`src/verilog/fcx_pkg.sv`:
```
// Purpose: shared constants and types of the configuration command handler
// Assumes: 100 MHz system clock, ascii byte stream to and from the host
// Notes:   register offsets are word aligned byte addresses
package fcx_pkg;
  localparam int unsigned FCX_CLK_HZ      = 100_000_000;
  localparam int unsigned FCX_SEC_S       = 1;
  localparam int unsigned FCX_CYC_PER_SEC = FCX_CLK_HZ * FCX_SEC_S;
  localparam int unsigned FCX_NIF         = 4;

  localparam logic [15:0] FCX_TMO_MAX     = 16'hffff;
  localparam logic [15:0] FCX_TMO_DEFAULT = 16'h0028;
  localparam logic [16:0] FCX_ARG_SAT     = 17'h10000;

  localparam logic [7:0]  FCX_CH_M   = 8'h4d;
  localparam logic [7:0]  FCX_CH_6   = 8'h36;
  localparam logic [7:0]  FCX_CH_0   = 8'h30;
  localparam logic [7:0]  FCX_CH_9   = 8'h39;
  localparam logic [7:0]  FCX_CH_SP  = 8'h20;
  localparam logic [7:0]  FCX_CH_DOT = 8'h2e;
  localparam logic [7:0]  FCX_CH_CR  = 8'h0d;
  localparam logic [7:0]  FCX_CH_LF  = 8'h0a;
  localparam logic [7:0]  FCX_CH_A   = 8'h41;
  localparam logic [7:0]  FCX_CH_B   = 8'h42;
  localparam logic [7:0]  FCX_CH_I   = 8'h49;
  localparam logic [7:0]  FCX_CH_L   = 8'h4c;

  // command selectors, the value is the last digit of the command name
  localparam logic [7:0]  FCX_TIMEOUT_CMD  = 8'h37;
  localparam logic [7:0]  FCX_SER_MODE_CMD = 8'h38;
  localparam logic [7:0]  FCX_NET_MODE_CMD = 8'h39;

  localparam logic [1:0]  FCX_SER_PERM = 2'h0;
  localparam logic [1:0]  FCX_SER_TEMP = 2'h1;

  localparam logic [1:0]  FCX_NET_STATIC   = 2'h0;
  localparam logic [1:0]  FCX_NET_DHCP_AUTO = 2'h1;
  localparam logic [1:0]  FCX_NET_DHCP_MAN = 2'h2;
  localparam logic [1:0]  FCX_NET_OFF      = 2'h3;

  localparam logic [7:0]  FCX_REG_TIMEOUT  = 8'h00;
  localparam logic [7:0]  FCX_REG_NET_CTRL = 8'h04;
  localparam logic [7:0]  FCX_REG_NET_MODE = 8'h08;
  localparam int unsigned FCX_APPLY_BIT    = 8;
  localparam int unsigned FCX_SER_BIT      = 16;

  typedef enum logic [2:0] {
    FCX_S_IDLE = 3'b000,
    FCX_S_NAME = 3'b001,
    FCX_S_ARG  = 3'b011,
    FCX_S_EXEC = 3'b010,
    FCX_S_TX   = 3'b110,
    FCX_S_SKIP = 3'b111
  } fcx_state_t;

  typedef enum logic [3:0] {
    FCX_P_M, FCX_P_6, FCX_P_D, FCX_P_SP1, FCX_P_CODE, FCX_P_SP2,
    FCX_P_N1, FCX_P_SP3, FCX_P_N2, FCX_P_CR, FCX_P_LF
  } fcx_phase_t;

  typedef struct packed {
    logic [7:0]  sel;
    logic [1:0]  nargs;
    logic [16:0] a0;
    logic [16:0] a1;
    logic        bad;
    logic        frac;
  } fcx_cmd_t;

  typedef struct packed {
    logic        wr;
    logic        rd;
    logic [7:0]  addr;
    logic [31:0] wdata;
  } fcx_bus_t;
endpackage

```
`src/verilog/fcx_cfg_cmd.sv`:
```
// Purpose: text command handler for timeout, serial storage and network modes
// Assumes: rx/tx bytes come from a uart on the same clock
// Notes:   unknown command lines are dropped silently
//
// The plain strobed port and the address map are this design's own decisions.
`timescale 1ns/1ps
module fcx_cfg_cmd #(
  parameter int unsigned CYC_PER_SEC = fcx_pkg::FCX_CYC_PER_SEC
) (
  input  wire logic                          clk,             // system clock
  input  wire logic                          rst_n,           // synchronous reset, active low
  input  wire logic                          rx_valid,        // received byte strobe
  input  wire logic [7:0]                    rx_data,         // received byte
  output logic                               tx_valid,        // reply byte valid
  output logic      [7:0]                    tx_data,         // reply byte
  input  wire logic                          tx_ready,        // uart takes the byte
  input  wire logic                          dev_busy,        // device cannot act now
  input  wire logic                          factory_restore, // factory settings pulse
  input  wire logic                          op_start,        // governed operation starts
  input  wire logic                          op_done,         // governed operation ended
  output logic                               op_expired,      // operation ran out of time
  output logic      [15:0]                   timeout_sec,     // stored timeout
  output logic                               ser_persist,     // keep serial params on restart
  input  wire logic [fcx_pkg::FCX_NIF-1:0]   dhcp_fail,       // dhcp failed per interface
  output logic      [fcx_pkg::FCX_NIF-1:0]   net_use_manual,  // use stored manual address
  output logic      [fcx_pkg::FCX_NIF-1:0]   net_ip_off,      // ip networking disabled
  input  wire logic [7:0]                    reg_addr,        // register address
  input  wire logic [31:0]                   reg_wdata,       // register write data
  input  wire logic                          reg_wr,          // register write strobe
  input  wire logic                          reg_rd,          // register read strobe
  output logic      [31:0]                   reg_rdata        // read data, one cycle later
);
  import fcx_pkg::*;

  localparam int unsigned NIFW = $clog2(FCX_NIF + 1);

  fcx_state_t        st_r;
  fcx_phase_t        ph_r;
  fcx_cmd_t          cmd_r;
  logic [16:0]       acc_r;
  logic              dseen_r;
  logic              name_i_r;
  logic [15:0]       tmo_r;
  logic [1:0]        ser_r;
  logic [FCX_NIF-1:0][1:0] mode_r;
  logic [FCX_NIF-1:0][1:0] act_r;
  logic [NIFW-1:0]   nif_r;
  logic [7:0]        code_r;
  logic [1:0]        nn_r;
  logic [15:0]       n1_r;
  logic [15:0]       n2_r;
  logic              list_r;
  logic [1:0]        li_r;
  logic [2:0]        dig_i_r;
  logic              tx_valid_r;
  logic [7:0]        tx_data_r;
  logic              op_act_r;
  logic [15:0]       sec_r;
  logic              op_exp_r;
  logic [31:0]       rdata_r;
  fcx_bus_t          bus;

  assign bus = '{wr: reg_wr, rd: reg_rd, addr: reg_addr, wdata: reg_wdata};

  // receive side decoding
  wire        rx_dig  = rx_valid && (rx_data >= FCX_CH_0) && (rx_data <= FCX_CH_9);
  wire        rx_sp   = rx_valid && (rx_data == FCX_CH_SP);
  wire        rx_cr   = rx_valid && (rx_data == FCX_CH_CR);
  wire        rx_lf   = rx_valid && (rx_data == FCX_CH_LF);
  wire        rx_dot  = rx_valid && (rx_data == FCX_CH_DOT);
  wire [20:0] acc_mul = {acc_r, 3'b000} + {2'b00, acc_r, 1'b0} + {17'h0, rx_data[3:0]};
  // saturating keeps any oversized argument detectable without a wide register
  wire [16:0] acc_nxt = (acc_mul > {4'h0, FCX_ARG_SAT}) ? FCX_ARG_SAT : acc_mul[16:0];
  wire        sel_ok  = (rx_data == FCX_TIMEOUT_CMD) || (rx_data == FCX_SER_MODE_CMD) ||
                        (rx_data == FCX_NET_MODE_CMD);
  wire        arg_end = rx_sp || rx_cr;
  wire        arg_bad = (!dseen_r && (rx_sp || cmd_r.nargs != 2'h0)) ||
                        (rx_sp && cmd_r.nargs == 2'h2) || (dseen_r && cmd_r.nargs == 2'h2);

  // execution decode
  wire        is_tmo   = (cmd_r.sel == FCX_TIMEOUT_CMD);
  wire        is_ser   = (cmd_r.sel == FCX_SER_MODE_CMD);
  wire        is_net   = (cmd_r.sel == FCX_NET_MODE_CMD);
  wire        a0_over  = (cmd_r.a0 > {1'b0, FCX_TMO_MAX});
  wire        frac_bad = cmd_r.frac && !is_tmo;
  wire        idx_bad  = (cmd_r.a0 >= 17'(nif_r));
  wire [1:0]  idx      = cmd_r.a0[1:0];
  wire        ser_bad  = (cmd_r.a0 > 17'(FCX_SER_TEMP));
  wire        mode_bad = (cmd_r.a1 > 17'(FCX_NET_OFF));
  wire        gen_bad  = cmd_r.bad || frac_bad;

  // reply formatting
  wire        in_n2    = (ph_r == FCX_P_SP3) || (ph_r == FCX_P_N2);
  wire [15:0] n1_val   = list_r ? {14'h0, li_r} : n1_r;
  wire [15:0] n2_val   = list_r ? {14'h0, mode_r[li_r]} : n2_r;
  wire        li_last  = (17'(li_r) + 17'h1 == 17'(nif_r));
  wire [7:0]  code_cur = list_r ? (li_last ? FCX_CH_A : FCX_CH_B) : code_r;
  wire [4:0][3:0] fmt_dig;
  wire [2:0]  fmt_first;
  wire        tx_load  = !tx_valid_r || tx_ready;

  fcx_num_fmt u_fmt (
    .val   (in_n2 ? n2_val : n1_val),
    .dig   (fmt_dig),
    .first (fmt_first)
  );

  logic [7:0]  ch_cur;
  fcx_phase_t  ph_nxt;

  // space separated fields, cr lf ending
  always_comb
  begin
    ch_cur = FCX_CH_SP;
    ph_nxt = ph_r;
    case (ph_r)
      FCX_P_M:    begin ch_cur = FCX_CH_M;  ph_nxt = FCX_P_6;   end
      FCX_P_6:    begin ch_cur = FCX_CH_6;  ph_nxt = FCX_P_D;   end
      FCX_P_D:    begin ch_cur = cmd_r.sel; ph_nxt = FCX_P_SP1; end
      FCX_P_SP1:  ph_nxt = FCX_P_CODE;
      FCX_P_CODE:
      begin
        ch_cur = code_cur;
        ph_nxt = (nn_r != 2'h0) ? FCX_P_SP2 : FCX_P_CR;
      end
      FCX_P_SP2:  ph_nxt = FCX_P_N1;
      FCX_P_N1:
      begin
        ch_cur = FCX_CH_0 | {4'h0, fmt_dig[dig_i_r]};
        if (dig_i_r == 3'h4)
          ph_nxt = (nn_r == 2'h2) ? FCX_P_SP3 : FCX_P_CR;
      end
      FCX_P_SP3:  ph_nxt = FCX_P_N2;
      FCX_P_N2:
      begin
        ch_cur = FCX_CH_0 | {4'h0, fmt_dig[dig_i_r]};
        if (dig_i_r == 3'h4)
          ph_nxt = FCX_P_CR;
      end
      FCX_P_CR:   begin ch_cur = FCX_CH_CR; ph_nxt = FCX_P_LF; end
      FCX_P_LF:   begin ch_cur = FCX_CH_LF; ph_nxt = FCX_P_M;  end
      default:    ph_nxt = FCX_P_M;
    endcase
  end

  // command parser and executor
  always_ff @(posedge clk)
  begin
    if (!rst_n)
    begin
      st_r     <= FCX_S_IDLE;
      ph_r     <= FCX_P_M;
      cmd_r    <= '0;
      acc_r    <= 17'h0;
      dseen_r  <= 1'b0;
      name_i_r <= 1'b0;
      code_r   <= FCX_CH_A;
      nn_r     <= 2'h0;
      n1_r     <= 16'h0;
      n2_r     <= 16'h0;
      list_r   <= 1'b0;
      li_r     <= 2'h0;
      dig_i_r  <= 3'h0;
      tmo_r    <= FCX_TMO_DEFAULT;
      ser_r    <= FCX_SER_PERM;
      mode_r   <= '0;
    end
    else
    begin
      if (factory_restore)
        tmo_r <= FCX_TMO_DEFAULT;
      case (st_r)
        FCX_S_IDLE:
          if (rx_valid && rx_data == FCX_CH_M)
          begin
            st_r     <= FCX_S_NAME;
            name_i_r <= 1'b0;
            cmd_r    <= '0;
            acc_r    <= 17'h0;
            dseen_r  <= 1'b0;
          end
          else if (rx_valid && !rx_cr && !rx_lf)
            st_r <= FCX_S_SKIP;
        FCX_S_NAME:
          if (rx_valid)
          begin
            if (!name_i_r)
            begin
              name_i_r <= 1'b1;
              if (rx_data != FCX_CH_6)
                st_r <= FCX_S_SKIP;
            end
            else if (cmd_r.sel == 8'h0 && sel_ok)
              cmd_r.sel <= rx_data;
            else if (cmd_r.sel != 8'h0 && rx_sp)
              st_r <= FCX_S_ARG;
            else if (cmd_r.sel != 8'h0 && rx_cr)
              st_r <= FCX_S_EXEC;
            else
              st_r <= FCX_S_SKIP;
          end
        FCX_S_ARG:
          if (rx_dig && !cmd_r.frac)
          begin
            acc_r   <= acc_nxt;
            dseen_r <= 1'b1;
          end
          else if (rx_dig)
            dseen_r <= 1'b1;
          else if (rx_dot && dseen_r)
            cmd_r.frac <= 1'b1;
          else if (arg_end)
          begin
            if (arg_bad)
              cmd_r.bad <= 1'b1;
            if (dseen_r && cmd_r.nargs == 2'h0)
              cmd_r.a0 <= acc_r;
            if (dseen_r && cmd_r.nargs == 2'h1)
              cmd_r.a1 <= acc_r;
            if (dseen_r && cmd_r.nargs != 2'h2)
              cmd_r.nargs <= cmd_r.nargs + 2'h1;
            acc_r   <= 17'h0;
            dseen_r <= 1'b0;
            if (rx_cr)
              st_r <= FCX_S_EXEC;
          end
          else if (rx_valid)
            cmd_r.bad <= 1'b1;
        FCX_S_EXEC:
        begin
          st_r    <= FCX_S_TX;
          ph_r    <= FCX_P_M;
          list_r  <= 1'b0;
          li_r    <= 2'h0;
          nn_r    <= 2'h0;
          code_r  <= FCX_CH_A;
          if (gen_bad)
            code_r <= FCX_CH_L;
          else if (is_tmo || is_ser)
          begin
            if (cmd_r.nargs == 2'h0)
            begin
              nn_r <= 2'h1;
              n1_r <= is_tmo ? tmo_r : {14'h0, ser_r};
            end
            else if (cmd_r.nargs == 2'h2 || (is_tmo && a0_over) || (is_ser && ser_bad))
              code_r <= FCX_CH_L;
            else if (dev_busy)
              code_r <= FCX_CH_I;
            else if (is_tmo)
              tmo_r <= cmd_r.a0[15:0];
            else
              ser_r <= cmd_r.a0[1:0];
          end
          else if (nif_r == '0)
            code_r <= FCX_CH_I;
          else if (cmd_r.nargs == 2'h0)
          begin
            list_r <= 1'b1;
            nn_r   <= 2'h2;
          end
          else if (idx_bad || (cmd_r.nargs == 2'h2 && mode_bad))
            code_r <= FCX_CH_L;
          else if (cmd_r.nargs == 2'h1)
          begin
            nn_r <= 2'h2;
            n1_r <= {14'h0, idx};
            n2_r <= {14'h0, mode_r[idx]};
          end
          else
            mode_r[idx] <= cmd_r.a1[1:0];
        end
        FCX_S_TX:
          if (tx_load)
          begin
            ph_r <= ph_nxt;
            if (ph_r == FCX_P_SP2 || ph_r == FCX_P_SP3)
              dig_i_r <= fmt_first;
            else if (ph_r == FCX_P_N1 || ph_r == FCX_P_N2)
              dig_i_r <= dig_i_r + 3'h1;
            if (ph_r == FCX_P_LF)
            begin
              // continuation lines until the last interface
              if (list_r && !li_last)
                li_r <= li_r + 2'h1;
              else
                st_r <= FCX_S_IDLE;
            end
          end
        FCX_S_SKIP:
          if (rx_cr)
            st_r <= FCX_S_IDLE;
        default:
          st_r <= FCX_S_IDLE;
      endcase
    end
  end

  always_ff @(posedge clk)
  begin
    if (!rst_n)
    begin
      tx_valid_r <= 1'b0;
      tx_data_r  <= 8'h0;
    end
    else if (tx_load)
    begin
      tx_valid_r <= (st_r == FCX_S_TX);
      tx_data_r  <= ch_cur;
    end
  end

  assign tx_valid = tx_valid_r;
  assign tx_data  = tx_data_r;

  // operation timeout supervision
  wire sec_tick;
  // a free-running second base could expire an operation up to a second early
  wire tick_rst_n = rst_n && !op_start;

  fcx_tick #(
    .CYC (CYC_PER_SEC)
  ) u_tick (
    .clk   (clk),
    .rst_n (tick_rst_n),
    .tick  (sec_tick)
  );

  // expiry when elapsed seconds reach the stored timeout
  wire op_hit = op_act_r && !op_done && (sec_r >= tmo_r);

  always_ff @(posedge clk)
  begin
    if (!rst_n)
    begin
      op_act_r <= 1'b0;
      sec_r    <= 16'h0;
      op_exp_r <= 1'b0;
    end
    else
    begin
      op_exp_r <= op_hit;
      // any governed operation restarts the second count
      if (op_start)
      begin
        op_act_r <= 1'b1;
        sec_r    <= 16'h0;
      end
      else if (op_done || op_hit)
        op_act_r <= 1'b0;
      else if (op_act_r && sec_tick && sec_r != FCX_TMO_MAX)
        sec_r <= sec_r + 16'h1;
    end
  end

  assign op_expired  = op_exp_r;
  assign timeout_sec = tmo_r;
  // restart keeps serial settings only in permanent mode
  assign ser_persist = (ser_r == FCX_SER_PERM);

  // applied modes steer the network stack
  always_comb
  begin
    for (int i = 0; i < FCX_NIF; i++)
    begin
      net_ip_off[i]     = (act_r[i] == FCX_NET_OFF);
      net_use_manual[i] = (act_r[i] == FCX_NET_STATIC) ||
                          ((act_r[i] == FCX_NET_DHCP_MAN) && dhcp_fail[i]);
    end
  end

  // register port
  wire wr_net = bus.wr && (bus.addr == FCX_REG_NET_CTRL);

  always_ff @(posedge clk)
  begin
    if (!rst_n)
    begin
      nif_r   <= '0;
      act_r   <= '0;
      rdata_r <= 32'h0;
    end
    else
    begin
      if (wr_net)
        nif_r <= (bus.wdata[NIFW-1:0] > NIFW'(FCX_NIF)) ? NIFW'(FCX_NIF) : bus.wdata[NIFW-1:0];
      // stored modes take effect only on apply
      if (wr_net && bus.wdata[FCX_APPLY_BIT])
        act_r <= mode_r;
      rdata_r <= 32'h0;
      if (bus.rd && bus.addr == FCX_REG_TIMEOUT)
        rdata_r <= {16'h0, tmo_r};
      else if (bus.rd && bus.addr == FCX_REG_NET_CTRL)
        rdata_r <= (32'(ser_r) << FCX_SER_BIT) | 32'(nif_r);
      else if (bus.rd && bus.addr == FCX_REG_NET_MODE)
        rdata_r <= {16'h0, act_r, mode_r};
    end
  end

  assign reg_rdata = rdata_r;
endmodule

```
`src/verilog/fcx_tick.sv`:
```
// Purpose: one-cycle enable pulse every CYC clock cycles
// Assumes: CYC is at least 2
// Notes:   used for the one-second base of the operation timeout
`timescale 1ns/1ps
module fcx_tick #(
  parameter int unsigned CYC = 100
) (
  input  wire logic clk,    // system clock
  input  wire logic rst_n,  // synchronous reset, active low
  output logic      tick    // one-cycle pulse
);
  logic [31:0] cnt_r;
  wire         wrap = (cnt_r == 32'(CYC - 1));

  always_ff @(posedge clk)
  begin
    if (!rst_n)
      cnt_r <= 32'h0;
    else
      cnt_r <= wrap ? 32'h0 : cnt_r + 32'h1;
  end

  assign tick = wrap;
endmodule

```
`src/verilog/fcx_num_fmt.sv`:
```
// Purpose: split a 16-bit value into five decimal digits
// Assumes: purely combinational, digit 0 is the most significant
// Notes:   first points at the leading nonzero digit, or the last one
`timescale 1ns/1ps
module fcx_num_fmt (
  input  wire logic [15:0]      val,    // binary value
  output logic      [4:0][3:0] dig,    // decimal digits
  output logic      [2:0]      first   // index of first printed digit
);
  logic [15:0] rem;

  always_comb
  begin
    rem   = val;
    first = 3'h4;
    for (int i = 4; i >= 0; i--)
    begin
      dig[i] = 4'(rem % 16'd10);
      rem    = rem / 16'd10;
    end
    for (int i = 4; i >= 0; i--)
      if (dig[i] != 4'h0)
        first = 3'(i);
  end
endmodule

```
`config.mk`:
```
export PLATFORM = sky130hd
export DESIGN_NAME = fcx_cfg_cmd
export DESIGN_NICKNAME = d
export VERILOG_FILES = /design/src/verilog/fcx_pkg.sv /design/src/verilog/fcx_cfg_cmd.sv /design/src/verilog/fcx_tick.sv /design/src/verilog/fcx_num_fmt.sv
export SDC_FILE = /design/constraint.sdc
export NUM_CORES = 1
export LEC_CHECK = 0
export BUFFER_PORTS_ARGS = -buffer_cell sky130_fd_sc_hd__buf_2
export CAP_MARGIN = 10
export CORE_AREA = 2 2 170 214
export CTS_BUF_LIST = sky130_fd_sc_hd__clkbuf_8
export DETAILED_ROUTE_END_ITERATION = 10
export DIE_AREA = 0 0 172 216
export HOLD_SLACK_MARGIN = 0.08
export PLACE_DENSITY = 0.72
export SYNTH_ARGS = -nofsm -noshare
export SYNTH_HDL_FRONTEND = slang
export SYNTH_SLANG_ARGS = --single-unit
export TNS_END_PERCENT = 10
```
`constraint.sdc`:
```
create_clock -name clk -period 8.65 [get_ports clk]
set_input_delay 1.73 -clock clk [delete_from_list [all_inputs] [get_ports clk]]
set_output_delay 1.73 -clock clk [all_outputs]
set_load 0.05 [all_outputs]
```
==> reports/results.txt <==
The pin count of the biggest net entering global routing was 103. The critical path class is reg2reg. Standard cell with the maximum stage delay on the critical path: sky130_fd_sc_hd__dfxtp_2. The last weighted congestion value of the routability-driven placer is 0.934. The clock tree buffer depth is 3. The run gives 1020 as the number of violations reported at the end of detailed-routing iteration 0.

Data arrives at the worst endpoint at 8.56 ns. Routed wire length: 44600 µm. After clock tree synthesis, the clock-pin slew on the worst setup and hold paths is 0.07 ns. The run gives 47.4% as the starting density of the core. The post-synthesis cell type with the largest combined area was sky130_fd_sc_hd__dfxtp_1. Wire length of the first global-routing pass: 73200 µm. Element type at the critical path end: a flop. After detailed routing, the met2 layer carries 22700 µm of wire. Sequential cells account for 50.6% of the total power. The logs give 18600 µm for the routed length on met1 and 1 for the maximum level of the CTS H-tree.

The clock reaches the later pin of the worst-skew pair after 0.58 ns. Max-cap violations in this run came to 0. The worst pin sits at a relative slew slack of 23.3%. After floorplanning, the core was sized to cover 0.0351 mm².

Summing all multi-input logic gate instances after layout gives 0.0113 mm². Across every metal layer, demand over resource in global routing totals 23.5%. After detailed routing, no signal wire sits above met4.

The detail route stage leaves a number of antenna-violating nets equal to 0. The tools report the count of cell types in the netlist as 113. The worst voltage drop across the vdd grid was 0.000128 V; the post-route fraction of the period consumed by the critical path was 93.5%.

After technology mapping, the gate count stands at 2165. Ranked by instance count, the synthesized netlist is headed by sky130_fd_sc_hd__nand2_1, sky130_fd_sc_hd__dfxtp_1, sky130_fd_sc_hd__nor2_1. The floorplan has 77 rows. The logs give 0 for the number of warnings issued by yosys and 16.0k for the total via count after detailed routing.

For this run, asynchronously set or reset flops after synthesis account for 0%. The via count of the first global-routing pass was 15.0k; the die area was 0.0372 mm². The final critical-path setup slack came out at 0.560 ns.

Cells with a size suffix above 1 make up 12.1% of the layout. TritonCTS built the clock tree. Number of endpoints failing setup at the final stage: 0. Including well taps, the total number of placed cells is 2644. Across the routed clock network, the largest skew measured is 0.0130 ns.

Once the clock tree was built, the setup fixing pass inserted 0 buffers. Registers take 0.00431 mm². The die is 172 µm wide.

In this run, synthesis produced a sequential element count of 215. The minimum clock period is 8.09 ns. Buffers placed on the I/O ports in this run total 86. From synthesis to final layout, the design area changed by 7.94%. For the final cell count without fillers, the log shows 2698. Number of hold violations in the final report: 0. For the pin with the worst max-slew slack, the measured transition is 1.15 ns. The most numerous cell on the critical path was sky130_fd_sc_hd__nor3_1. At the worst endpoint, the required time is 9.12 ns. The vias per cell was 5.93. STA classifies the critical path startpoint as a flop. The maximum clock frequency came out at 124 MHz.

Combinational logic burns 10.3% of the power. The top-level I/O count was 129. The initial antenna violation count was 0; the post-detailed-placement half-perimeter wirelength was 33900 µm.

The detailed-routing iteration count for the pre-antenna-repair pass is 5, and the number of sinks on the clock net is 215. The floorplan step set the die height to 216 µm. Along the worst path, the maximum fanout reaches 20. The net switching share of the total power came out at 27.1%. For this design the static power due to leakage is 7.00 nW. Sequential cells were found to cover 25.9% of the synthesized design area.

In the final design database the tool counted 2342 nets. The synthesized design devotes to its leading area cell type 25.9% of total area. The logs give 1610 µm for the met3 wire length and 39.1% for the proportion of power drawn by the clock network. For the count of fill cells added during filler insertion, the log shows 3415. The delay contributed by the slowest stage of the critical path is 0.53 ns. The total overflow reported by the global router is 0, and the power density normalized to cell area is 114 mW/mm².

Setup repair after global routing left no endpoint under its margin. In the final routed layout, each cell accounts on average for 16.5 µm. The synthesized design contains 0 enable-type register cells. The pre-CTS setup slack was 0.394 ns; the internal power contribution was 1.49 mW.

Classification of the worst-slack hold path: reg2reg. The antenna diode count came out at 0. The root cell of the clock tree is sky130_fd_sc_hd__clkbuf_8. sky130_fd_sc_hd__nand2_1 is the most common cell in the netlist. The run finished with clean final reports. The number of DRC violations after detailed routing came out at 0. Number of slew-limit violations in the final report: 0. The analysis attributes to net switching a power of 0.556 mW. The mapped cell area came out at 0.0166 mm². Ranked by total cell area, the synthesized netlist is headed by sky130_fd_sc_hd__dfxtp_1, sky130_fd_sc_hd__ha_1, sky130_fd_sc_hd__nand2_1.

Averaged over all synthesized cells, the footprint is 7.68 µm². The setup TNS is 0 ns, and the number of buffers inserted during clock tree synthesis is 30. The commonest register cell after synthesis is sky130_fd_sc_hd__dfxtp_1. The run gives 51.2% as the final cell utilization of the core.
[registers in the layout, indices dropped and copies added, names as in the netlist, 3 cells and up]
signal        flops
acc_r            17
act_r             8
cmd_r            46
code_r            3
dig_i_r           3
mode_r            8
n1_r             16
nif_r             3
ph_r              4
reg_rdata        18
sec_r            16
st_r              3
timeout_sec      16
tx_data           8
u_tick.cnt_r     32
[path summary, 6_finish.rpt]
check | from | endpoint | slack [ns] | cells after the start
max | n1_r[15]$_SDFFE_PN0P_ | tx_data[2]$_SDFFE_PN0N_ | 0.56 | 30
min | cmd_r[11]$_SDFFE_PN0P_ | cmd_r[11]$_SDFFE_PN0P_ | 0.47 | 2
max reg2reg | n1_r[15]$_SDFFE_PN0P_ | tx_data[2]$_SDFFE_PN0N_ | 0.56 | 30
min reg2reg | cmd_r[11]$_SDFFE_PN0P_ | cmd_r[11]$_SDFFE_PN0P_ | 0.47 | 2
[kinds of logic after synthesis]
| family | after synthesis | synth area share, % |
|---|---|---|
| flip-flops | 215 | 25.9 |
| buffers and inverters | 228 | 6.60 |
| adder cells (fa/ha/maj) | 81 | 6.14 |
| AO/OA/AOI/OAI | 604 | 25.8 |
| AND/OR/NAND/NOR | 890 | 27.0 |
| multiplexers | 67 | 4.39 |
| XOR/XNOR | 79 | 4.16 |
| other | 1 | 0.0225 |
[stage by stage]
step	instance area [µm²]	power, mW	hold slack [ns]
3_3_place_gp	17300	1.26	0.449
2_1_floorplan	16700	1.22	0.430
6_report	18000	2.05	0.470
5_1_grt	18000	2.13	0.485
4_1_cts	17900	2.06	0.472
3_5_place_dp	17300	1.27	0.456
[power groups by stage]
stage	logic [mW]	clock network, mW	registers (mW)
floorplan	0.162	0	1.06
global placement	0.206	0	1.06
detailed placement	0.209	0	1.06
global route	0.234	0.858	1.04
CTS	0.209	0.817	1.03
finish	0.210	0.802	1.04
[worst max-delay path, delay by kind of cell, from the launching register on]
kind	cells	cell delay (ns)
buffers and inverters	3	0.29
DFF	1	0.53
AOI/OAI and AO/OA	13	3.15
adders and majority gates	4	1.32
muxes	1	0.36
and+or+nand+nor	9	2.33
[routing by layer]
metal,global-route usage (%),up-vias
met4,9.61,0
met2,42.6,410
li1,-,7910
met1,28.3,7582
met5,0,-
met3,1.76,108
[layout by cell type, fill, tap and decap left out, types with 17 or more instances in the layout]
cell type | Yosys | routed
sky130_fd_sc_hd__and2_1 | 48 | 48
sky130_fd_sc_hd__clkbuf_8 | 0 | 37
sky130_fd_sc_hd__ha_1 | 75 | 75
sky130_fd_sc_hd__nor2_1 | 180 | 179
sky130_fd_sc_hd__and3_1 | 24 | 23
sky130_fd_sc_hd__nor2b_1 | 61 | 61
sky130_fd_sc_hd__nand3_1 | 119 | 119
sky130_fd_sc_hd__or3_1 | 17 | 17
sky130_fd_sc_hd__a211oi_1 | 20 | 20
sky130_fd_sc_hd__nand2b_1 | 23 | 23
sky130_fd_sc_hd__inv_1 | 81 | 86
sky130_fd_sc_hd__a21oi_1 | 135 | 134
sky130_fd_sc_hd__buf_4 | 22 | 54
sky130_fd_sc_hd__dfxtp_1 | 215 | 210
sky130_fd_sc_hd__buf_2 | 19 | 85
sky130_fd_sc_hd__a21boi_0 | 65 | 64
sky130_fd_sc_hd__nand4_1 | 26 | 26
sky130_fd_sc_hd__mux2i_1 | 56 | 56
sky130_fd_sc_hd__o211ai_1 | 19 | 19
sky130_fd_sc_hd__a31oi_1 | 18 | 18
sky130_fd_sc_hd__o21ai_0 | 107 | 107
sky130_fd_sc_hd__a21o_1 | 35 | 35
sky130_fd_sc_hd__xnor2_1 | 42 | 42
sky130_fd_sc_hd__xor2_1 | 37 | 37
sky130_fd_sc_hd__nor3_1 | 73 | 72
sky130_fd_sc_hd__nand2_1 | 225 | 225
[timing repair]
| item | CTS | global route |
|---|---|---|
| gates resized for setup | 0 | 10 |
| hold buffers | 0 | 0 |
| endpoints found under the setup margin | 0 | 7 |
[area by class of cell]
cell class                      count  share of cell area, %
Sequential cell                   215                   24.0
Multi-Input combinational cell   1735                   62.9
Tap cell                          474                   3.30
Clock buffer                       37                   2.84
Inverter                           82                   1.71
Timing Repair Buffer              139                   4.63
Clock inverter                     16                  0.571
No activity file was read; power rests on OpenSTA's default activity.
